## config.mk

```make
export PLATFORM = sky130hd
export DESIGN_NAME = adc_conversion_control
export DESIGN_NICKNAME = d
export VERILOG_FILES = /design/src/hw/adc_ctrl_pkg.sv /design/src/hw/adc_result_mem.sv /design/src/hw/adc_conversion_control.sv
export SDC_FILE = /design/constraint.sdc
export NUM_CORES = 1
export LEC_CHECK = 0
export BUFFER_PORTS_ARGS = -buffer_cell sky130_fd_sc_hd__buf_2
export CORE_MARGIN = 2
export CORE_UTILIZATION = 38
export CTS_CLUSTER_DIAMETER = 60
export DETAILED_ROUTE_END_ITERATION = 8
export GPL_ROUTABILITY_DRIVEN = 0
export GPL_TIMING_DRIVEN = 0
export SLEW_MARGIN = 10
export SYNTH_ARGS = -nofsm -noshare
export SYNTH_HDL_FRONTEND = slang
export SYNTH_SLANG_ARGS = --single-unit
```

## constraint.sdc

```tcl
create_clock -name clk_sys_i -period 8.35 [get_ports clk_sys_i]
set_clock_uncertainty 0.1 [all_clocks]
set_input_delay 0.4175 -clock clk_sys_i [delete_from_list [all_inputs] [get_ports clk_sys_i]]
set_output_delay 0.4175 -clock clk_sys_i [all_outputs]
set_load 0.01 [all_outputs]
```

## src/hw/adc_ctrl_pkg.sv

```systemverilog
// package for the converter control block: register map, fields, codes, timing
// assumes an apb master with 32-bit data and a 50 MHz system clock
package adc_ctrl_pkg;
  localparam int unsigned ADDR_W = 12;
  localparam logic [ADDR_W-1:0] OFF_CONTROL_ONE = 12'h000;
  localparam logic [ADDR_W-1:0] OFF_SAMPLE_TIME = 12'h004;
  localparam logic [ADDR_W-1:0] OFF_RESULT_BASE = 12'h010;
  localparam logic [ADDR_W-1:0] OFF_IRQ_STATUS = 12'h040;
  localparam logic [ADDR_W-1:0] OFF_IRQ_MASK = 12'h044;
  localparam int unsigned BUF_DEPTH = 4;
  localparam int unsigned BUF_AW = 2;
  localparam int unsigned DATA_BITS = 10;
  // control one bit positions
  localparam int unsigned BIT_ON = 15;
  localparam int unsigned BIT_IDLE = 13;
  localparam int unsigned BIT_FORM_LO = 8;
  localparam int unsigned BIT_SRC_LO = 5;
  localparam int unsigned BIT_AUTO_SAMPLE = 2;
  localparam int unsigned BIT_SAMPLE_ENABLE = 1;
  localparam int unsigned BIT_DONE = 0;
  localparam logic [15:0] CONTROL_ONE_RESET = 16'h0000;
  // result formats
  localparam logic [1:0] FORM_INT = 2'h0;
  localparam logic [1:0] FORM_SINT = 2'h1;
  localparam logic [1:0] FORM_FRAC = 2'h2;
  localparam logic [1:0] FORM_SFRAC = 2'h3;
  // trigger sources
  localparam logic [2:0] SRC_MANUAL = 3'h0;
  localparam logic [2:0] SRC_EXT_PIN = 3'h1;
  localparam logic [2:0] SRC_TIMER3 = 3'h2;
  localparam logic [2:0] SRC_TIMER5 = 3'h4;
  localparam logic [2:0] SRC_CHARGE = 3'h6;
  localparam logic [2:0] SRC_AUTO = 3'h7;
  // irq status bits
  localparam int unsigned IRQ_DONE = 0;
  localparam int unsigned IRQ_LOST = 1;
  localparam int unsigned IRQ_BITS = 2;
  // conversion time: 12 bit periods of 1 us each
  localparam int unsigned CLK_HZ = 50_000_000;
  localparam int unsigned CONV_TIME_NS = 12_000;
  localparam int unsigned CONV_CYCLES = (CONV_TIME_NS * (CLK_HZ / 1_000_000) + 999) / 1000;
  localparam logic [7:0] SAMPLE_TIME_RESET = 8'h10;
  typedef enum logic [1:0] {
    ST_OFF = 2'b00,
    ST_IDLE = 2'b01,
    ST_SAMPLE = 2'b11,
    ST_CONVERT = 2'b10
  } conv_state_e;
  typedef struct packed {
    logic charge;
    logic timer5;
    logic timer3;
    logic ext_pin;
  } trigger_s;
endpackage

```

## src/hw/adc_result_mem.sv

```systemverilog
// small result memory, registered read data
// assumes single clock, one write and one read port
`timescale 1ns/1ns
module adc_result_mem
  import adc_ctrl_pkg::*;
#(
  parameter int unsigned WIDTH = 16,
  parameter int unsigned DEPTH = BUF_DEPTH,
  parameter int unsigned AW = BUF_AW
)
(
  // clock
  input wire logic clk_sys_i,
  // write port
  input wire logic wr_en_i,
  input wire logic [AW-1:0] wr_addr_i,
  input wire logic [WIDTH-1:0] wr_data_i,
  // read port
  input wire logic [AW-1:0] rd_addr_i,
  output logic [WIDTH-1:0] rd_data_o
);
  logic [WIDTH-1:0] mem_r [DEPTH];
  // no reset on the array: contents are invalidated by the valid bits upstream
  always_ff @(posedge clk_sys_i)
  begin
    if (wr_en_i)
    begin
      mem_r[wr_addr_i] <= wr_data_i;
    end
    rd_data_o <= mem_r[rd_addr_i];
  end
endmodule

```

## src/hw/adc_conversion_control.sv

```systemverilog
// converter control block: control register one, sequencing, results, irq
// assumes apb master, raw sample from the analog front end on adc_sample_i
`timescale 1ns/1ns
module adc_conversion_control
  import adc_ctrl_pkg::*;
(
  // clock and reset
  input wire logic clk_sys_i,
  input wire logic reset_n_i,
  // apb slave
  input wire logic psel_i,
  input wire logic penable_i,
  input wire logic pwrite_i,
  input wire logic [ADDR_W-1:0] paddr_i,
  input wire logic [31:0] pwdata_i,
  input wire logic [3:0] pstrb_i,
  output logic [31:0] prdata_o,
  output logic pready_o,
  output logic pslverr_o,
  // trigger events, one-cycle pulses
  input wire trigger_s trig_i,
  // analog front end
  input wire logic [DATA_BITS-1:0] adc_sample_i,
  input wire logic idle_mode_i,
  output logic track_o,
  output logic convert_o,
  // interrupt
  output logic irq_o
);
  // decode of the control fields, used by register logic and sequencer
  function automatic logic is_reserved_src(input logic [2:0] s);
    return (s == 3'h5) || (s == 3'h3);
  endfunction

  function automatic logic [15:0] format_result(input logic [1:0] f,
                                                input logic [DATA_BITS-1:0] d);
    logic [15:0] r;
    r = 16'h0000;
    unique case (f)
      FORM_INT: r = {{(16-DATA_BITS){1'b0}}, d};
      FORM_SINT: r = {{(16-DATA_BITS+1){~d[DATA_BITS-1]}}, d[DATA_BITS-2:0]};
      FORM_FRAC: r = {d, {(16-DATA_BITS){1'b0}}};
      FORM_SFRAC: r = {~d[DATA_BITS-1], d[DATA_BITS-2:0], {(16-DATA_BITS){1'b0}}};
    endcase
    return r;
  endfunction

  // control one fields and the sample time
  logic on_r, on_nxt;
  logic idle_stop_r, idle_stop_nxt;
  logic [1:0] form_r, form_nxt;
  logic [2:0] src_r, src_nxt;
  logic auto_sample_r, auto_sample_nxt;
  logic sample_enable_r, sample_enable_nxt;
  logic done_r, done_nxt;
  logic [7:0] sample_enable_time_r, sample_enable_time_nxt;
  // sequencer
  conv_state_e state_r, state_nxt;
  logic [15:0] cnt_r, cnt_nxt;
  logic [BUF_AW-1:0] wptr_r, wptr_nxt;
  logic [BUF_DEPTH-1:0] valid_r, valid_nxt;
  // irq
  logic [IRQ_BITS-1:0] irq_stat_r, irq_stat_nxt;
  logic [IRQ_BITS-1:0] irq_mask_r, irq_mask_nxt;
  // bus and pin outputs
  logic [31:0] prdata_nxt;
  logic pready_nxt, pslverr_nxt;
  logic track_nxt, convert_nxt, irq_nxt;

  logic acc, wr, rd, low_lanes;
  logic run, conv_end, trig_hit, mem_wr, res_read;
  logic [15:0] ctl_word;
  logic [BUF_AW-1:0] rd_idx;
  logic [15:0] mem_rd;
  logic [15:0] res_word;

  // setup cycle reads nothing; access phase answers after one wait state
  assign acc = psel_i && penable_i && !pready_o;
  assign wr = acc && pwrite_i;
  assign rd = acc && !pwrite_i;
  assign low_lanes = pstrb_i[0] && pstrb_i[1];
  assign rd_idx = paddr_i[BUF_AW+1:2];
  assign res_read = (paddr_i >= OFF_RESULT_BASE) &&
                    (paddr_i < OFF_RESULT_BASE + ADDR_W'(4 * BUF_DEPTH));
  assign ctl_word = {on_r, 1'b0, idle_stop_r, 3'h0, form_r, src_r, 2'h0,
                     auto_sample_r, sample_enable_r, done_r};
  // idle stop aborts the converter while the system idles
  assign run = on_r && !(idle_stop_r && idle_mode_i);
  assign conv_end = (state_r == ST_CONVERT) && (cnt_r == 16'h0001);
  assign mem_wr = run && conv_end;
  assign res_word = format_result(form_r, adc_sample_i);

  // which trigger closes the sample window
  always_comb
  begin
    trig_hit = 1'b0;
    unique case (src_r)
      SRC_EXT_PIN: trig_hit = trig_i.ext_pin;
      SRC_TIMER3: trig_hit = trig_i.timer3;
      SRC_TIMER5: trig_hit = trig_i.timer5;
      SRC_CHARGE: trig_hit = trig_i.charge;
      SRC_AUTO: trig_hit = (cnt_r == 16'h0001);
      default: trig_hit = 1'b0; // manual and reserved: software clears sample_enable
    endcase
  end

  // register and sequencer next state
  always_comb
  begin
    on_nxt = on_r;
    idle_stop_nxt = idle_stop_r;
    form_nxt = form_r;
    src_nxt = src_r;
    auto_sample_nxt = auto_sample_r;
    sample_enable_nxt = sample_enable_r;
    done_nxt = done_r;
    sample_enable_time_nxt = sample_enable_time_r;
    state_nxt = state_r;
    cnt_nxt = cnt_r;
    wptr_nxt = wptr_r;
    valid_nxt = valid_r;
    irq_stat_nxt = irq_stat_r;
    irq_mask_nxt = irq_mask_r;
    // software writes first, hardware events below win over them
    if (wr && low_lanes)
    begin
      unique case (paddr_i)
        OFF_CONTROL_ONE:
        begin
          on_nxt = pwdata_i[BIT_ON];
          idle_stop_nxt = pwdata_i[BIT_IDLE];
          form_nxt = pwdata_i[BIT_FORM_LO +: 2];
          // a reserved code keeps the previous source
          if (!is_reserved_src(pwdata_i[BIT_SRC_LO +: 3]))
          begin
            src_nxt = pwdata_i[BIT_SRC_LO +: 3];
          end
          auto_sample_nxt = pwdata_i[BIT_AUTO_SAMPLE];
          sample_enable_nxt = pwdata_i[BIT_SAMPLE_ENABLE];
          if (!pwdata_i[BIT_DONE])
          begin
            done_nxt = 1'b0;
          end
        end
        OFF_SAMPLE_TIME: sample_enable_time_nxt = pwdata_i[7:0];
        OFF_IRQ_STATUS: irq_stat_nxt = irq_stat_r & ~pwdata_i[IRQ_BITS-1:0];
        OFF_IRQ_MASK: irq_mask_nxt = pwdata_i[IRQ_BITS-1:0];
        default: ;
      endcase
    end
    unique case (state_r)
      ST_OFF:
      begin
        if (run)
        begin
          state_nxt = ST_IDLE;
        end
      end
      ST_IDLE:
      begin
        if (sample_enable_nxt)
        begin
          state_nxt = ST_SAMPLE;
          cnt_nxt = {8'h00, sample_enable_time_r};
        end
      end
      ST_SAMPLE:
      begin
        if (cnt_r != 16'h0000)
        begin
          cnt_nxt = cnt_r - 16'h0001;
        end
        // sampling ends on the trigger, or on software clearing sample_enable
        if (trig_hit || !sample_enable_nxt)
        begin
          sample_enable_nxt = 1'b0;
          done_nxt = 1'b0;
          state_nxt = ST_CONVERT;
          cnt_nxt = 16'(CONV_CYCLES);
        end
      end
      ST_CONVERT:
      begin
        cnt_nxt = cnt_r - 16'h0001;
        if (conv_end)
        begin
          done_nxt = 1'b1;
          irq_stat_nxt[IRQ_DONE] = 1'b1;
          if (valid_r[wptr_r])
          begin
            irq_stat_nxt[IRQ_LOST] = 1'b1;
          end
          valid_nxt[wptr_r] = 1'b1;
          wptr_nxt = wptr_r + BUF_AW'(1);
          state_nxt = ST_IDLE;
          if (auto_sample_r)
          begin
            sample_enable_nxt = 1'b1;
            state_nxt = ST_SAMPLE;
            cnt_nxt = {8'h00, sample_enable_time_r};
          end
        end
      end
    endcase
    // reading a result frees its slot; a result landing there in the same cycle wins
    if (rd && res_read && !(mem_wr && (rd_idx == wptr_r)))
    begin
      valid_nxt[rd_idx] = 1'b0;
    end
    // off or idle-stopped: abort and drop every stored result
    if (!run)
    begin
      state_nxt = ST_OFF;
      sample_enable_nxt = sample_enable_nxt && on_nxt;
      valid_nxt = '0;
      wptr_nxt = '0;
    end
  end

  // bus answer and pin outputs
  always_comb
  begin
    pready_nxt = acc;
    pslverr_nxt = 1'b0;
    prdata_nxt = 32'h0000_0000;
    if (acc)
    begin
      if (res_read)
      begin
        prdata_nxt = {16'h0000, mem_rd};
      end
      else
      begin
        unique case (paddr_i)
          OFF_CONTROL_ONE: prdata_nxt = {16'h0000, ctl_word};
          OFF_SAMPLE_TIME: prdata_nxt = {24'h000000, sample_enable_time_r};
          OFF_IRQ_STATUS: prdata_nxt = {30'h0, irq_stat_r};
          OFF_IRQ_MASK: prdata_nxt = {30'h0, irq_mask_r};
          default: pslverr_nxt = 1'b1;
        endcase
      end
    end
    track_nxt = (state_nxt == ST_SAMPLE);
    convert_nxt = (state_nxt == ST_CONVERT);
    irq_nxt = |(irq_stat_nxt & irq_mask_nxt);
  end

  // registers only
  always_ff @(posedge clk_sys_i or negedge reset_n_i)
  begin
    if (!reset_n_i)
    begin
      on_r <= CONTROL_ONE_RESET[BIT_ON];
      idle_stop_r <= CONTROL_ONE_RESET[BIT_IDLE];
      form_r <= CONTROL_ONE_RESET[BIT_FORM_LO +: 2];
      src_r <= CONTROL_ONE_RESET[BIT_SRC_LO +: 3];
      auto_sample_r <= CONTROL_ONE_RESET[BIT_AUTO_SAMPLE];
      sample_enable_r <= CONTROL_ONE_RESET[BIT_SAMPLE_ENABLE];
      done_r <= CONTROL_ONE_RESET[BIT_DONE];
      sample_enable_time_r <= SAMPLE_TIME_RESET;
      state_r <= ST_OFF;
      cnt_r <= 16'h0000;
      wptr_r <= '0;
      valid_r <= '0;
      irq_stat_r <= '0;
      irq_mask_r <= '0;
      prdata_o <= 32'h0000_0000;
      pready_o <= 1'b0;
      pslverr_o <= 1'b0;
      track_o <= 1'b0;
      convert_o <= 1'b0;
      irq_o <= 1'b0;
    end
    else
    begin
      on_r <= on_nxt;
      idle_stop_r <= idle_stop_nxt;
      form_r <= form_nxt;
      src_r <= src_nxt;
      auto_sample_r <= auto_sample_nxt;
      sample_enable_r <= sample_enable_nxt;
      done_r <= done_nxt;
      sample_enable_time_r <= sample_enable_time_nxt;
      state_r <= state_nxt;
      cnt_r <= cnt_nxt;
      wptr_r <= wptr_nxt;
      valid_r <= valid_nxt;
      irq_stat_r <= irq_stat_nxt;
      irq_mask_r <= irq_mask_nxt;
      prdata_o <= prdata_nxt;
      pready_o <= pready_nxt;
      pslverr_o <= pslverr_nxt;
      track_o <= track_nxt;
      convert_o <= convert_nxt;
      irq_o <= irq_nxt;
    end
  end

  // result slots; read data registered, so bus reads use the previous cycle's address
  adc_result_mem #(
    .WIDTH(16),
    .DEPTH(BUF_DEPTH),
    .AW(BUF_AW)
  ) u_result_mem (
    .clk_sys_i(clk_sys_i),
    .wr_en_i(mem_wr),
    .wr_addr_i(wptr_r),
    .wr_data_i(res_word),
    .rd_addr_i(rd_idx),
    .rd_data_o(mem_rd)
  );
endmodule

```

==> impl_metrics.yaml <==
drt:
  drtIter0Drc: 228
  wirelength_um: 14200
  firstDrtPassIters: 4
  avgViaCountPerCell: 5.20
  ant_nets: 0
  post-route-drc-count: 0
  wl_per_cell_um: 17.1
  vias: 4297
clocking:
  cts_tree: "yes"
  max-clock-path-buffers: 2
  ctsResizeCount: 0
  cts_buffers: 17
  clk_latency_ns: 0.43
  htreeDepth: 4
  clkSinkCount: 147
  cts_root_buf: "clkbuf_16"
  path_clk_slew_ns: 0.06
layout:
  layout_common_cells: "69 x buf_2, 66 x dfrtp_1, 64 x edfxtp_1, 47 x nand2_1"
  syn_to_final_growth_pct: 21.0
  fin_area_sq_mm: 0.00769
  drive_above_1_share_pct: 26.2
  final_common_cell: "buf_2"
  nets: 669
  antennaDiodeCount: 0
  fill_cells: 1487
power_and_ir_drop:
  p_switching_mw: 0.372
  power_density_mw_per_mm2: 213
  p_leak_nw: 3.28
  power_frac_seq_pct: 46.9
  p_sw_share_pct: 22.6
  power.share.clock_pct: 48.6
  p_int_mw: 1.27
  combPwrFrac_pct: 4.5
  vdd_drop_max_mv: 0.191
synth:
  async_flop_share_pct: 45.6
  ys_types: 54
  synth_flop_cell: "dfrtp_1"
  avgSynthCellArea_sq_um: 12.9
  synthTopCellsByArea: "edfxtp_1 30%, dfrtp_1 26%, mux4_2 6.7%"
  netlist_instances: 492
  syn_area_sq_mm: 0.00636
  ys_warn_count: 0
  yosysTopAreaCellShare_pct: 30.2
  synth_edf_count: 64
  yosys.area.top_type: "edfxtp_1"
  synth_seq_cells: 147
  ys_seq_area_share_pct: 61.6
timing:
  rsz0062_at_grt: "false"
  worst_slew_pin_slew_ns: 1.14
  fin_crit_ns: 3.62
  fmax_ghz: 0.276
  hold_viol_final: 0
  finalMaxSlewViolations: 0
  slew_headroom_pct: 24.1
  fin_crit_sh_pct: 43.4
  fin_tns_setup_ns: 0
  setup-violations-final: 0
grt:
  grt_first_pass_wirelength_um: 22700
  grt_pass1_vias: 4346
  grt_overflow_total: 0
  grt_max_degree: 53
  antenna_found_initial: 0
  grt_usage_pct: 16.9
critical_path:
  arrival_ns: 3.57
  regToRegEndpoint: "u_result_mem.mem_r[3][15]$_DFFE_PP_"
  critPathLaunch: "cnt_r[6]$_DFFE_PN0P_"
  r2r-start: "cnt_r[6]$_DFFE_PN0P_"
  ff2ff_setup_slack_ns: 4.73
  end_kind: "flop"
  worst_r2r_path_depth: 6
  worst-setup-path-type: "reg -> reg"
  worstPathMaxFanout: 16
  cp_data_required_time_ns: 8.29
  cp-start-kind: "flop"
  endpoint: "u_result_mem.mem_r[3][15]$_DFFE_PP_"
place:
  place_area_sq_mm: 0.00705
  dp_hpwl_um: 10100
  port_buffers: 66
die:
  io_pins: 105
  fp.dieArea_sq_mm: 0.0178
  rows: 47
  core_area_sq_mm: 0.0165
  die_h_um: 133
  initial_core_util_pct: 38.6
  die_x_um: 133
min_path:
  hold_start: "pwdata_i[13]"
  min_path_cells: 3
  hold_class: "in -> reg"
run:
  drv_cap: 0
outcome:
  status: "complete, no violations"
final cells by class:
| cell class | instances | area, sq um | area share [%] |
|---|---|---|---|
| Multi-Input combinational cell | 313 | 2250 | 29.3 |
| Clock buffer | 21 | 503 | 6.54 |
| Inverter | 12 | 45.0 | 0.586 |
| Clock inverter | 11 | 128 | 1.66 |
| Timing Repair Buffer | 68 | 370 | 4.81 |
| Buffer | 35 | 196 | 2.55 |
| Tap cell | 220 | 275 | 3.58 |
| Sequential cell | 147 | 3920 | 51.0 |
power by group through the flow:
stage | combinational, mW | clock (mW) | sequential [mW]
after floorplan | 0.0416 | 0 | 0.781
after global placement | 0.0716 | 0 | 0.783
after detailed placement | 0.0746 | 0 | 0.784
after CTS | 0.0750 | 0.814 | 0.769
after global routing | 0.0817 | 0.843 | 0.771
final | 0.0738 | 0.799 | 0.769
per-layer routing:
layer | track usage, % | wire length (um) | share of wire [%] | vias up
met4 | 6.68 | 265 | 1.9 | 0
met5 | 0 | 0 | 0 | -
met1 | 20.7 | 5960 | 42 | 2135
met3 | 5.40 | 803 | 5.7 | 25
li1 | - | - | - | 2013
met2 | 27.8 | 7150 | 50 | 124
metrics by stage:
stage	power, mW	util, %	hold WS, ns	std cells	setup slack [ns]
after CTS	1.66	46.7	0.0991	827	4.71
after detailed placement	0.858	42.8	0.208	794	4.57
final	1.64	46.7	0.108	827	4.73
after floorplan	0.823	-	0.0219	507	5.25
after global routing	1.70	46.7	0.0982	827	4.41
after global placement	0.855	42.6	0.329	793	4.59
kinds of logic (layout without fill, tap and decap cells):
kind of cell	count (synthesis)	after routing	synth area share (%)
AO/OA/AOI/OAI	95	95	10.2
XOR/XNOR	6	6	0.826
adder cells (fa/ha/maj)	7	7	1.38
buffers and inverters	47	147	3.80
multiplexers	37	37	9.82
AND/OR/NAND/NOR	152	152	12.3
flip-flops	147	147	61.6
other	1	16	0.0590
state kept, by name, summed over array words and instances (netlist names), 2 cells and up:
name and cells:
irq_stat_r 2, sample_enable_time_r 8, cnt_r 16, form_r 2
prdata_o 16, u_result_mem.mem_r 64, irq_mask_r 2, u_result_mem.rd_data_o 16
src_r 3, state_r 2, wptr_r 2, valid_r 4
Yosys cell counts, types with 9 or more instances:
cell and instances:
clkbuf_1 13, o21ai_0 20, mux4_2 19, nor2b_1 9, nor2_1 22, buf_4 16, dfrtp_1 66, nor3_1 10
inv_1 12, edfxtp_1 64, nand2_1 47, a22o_1 13, dfxtp_1 16, mux2_2 13, nand3_1 11, a21oi_1 22
and2_1 11
repair_timing:
action	in CTS	in global routing
hold buffers	1	0
buffers inserted	0	0
endpoints found under the hold margin	15	0
critical path: stages, from the launching register on:
cell and delay, ns:
dfrtp_1 0.43, nor4_1 0.91, nand4_1 0.36, nor2_1 0.21
nand2_1 0.14, nor2_1 0.30, and2_1 0.78
how the worst min path moves through the flow:
stage	end	slack, ns
2_1_floorplan	auto_sample_r$_DFFE_PN0P_	0.02
3_3_place_gp	prdata_o[11]$_DFF_PN0_	0.33
3_5_place_dp	irq_stat_r[0]$_DFF_PN0_	0.21
4_1_cts	form_r[1]$_DFFE_PN0P_	0.1
5_1_grt	form_r[1]$_DFFE_PN0P_	0.1
6_report	idle_stop_r$_DFFE_PN0P_	0.11
Note: power is estimated with default switching activity, not from simulation.
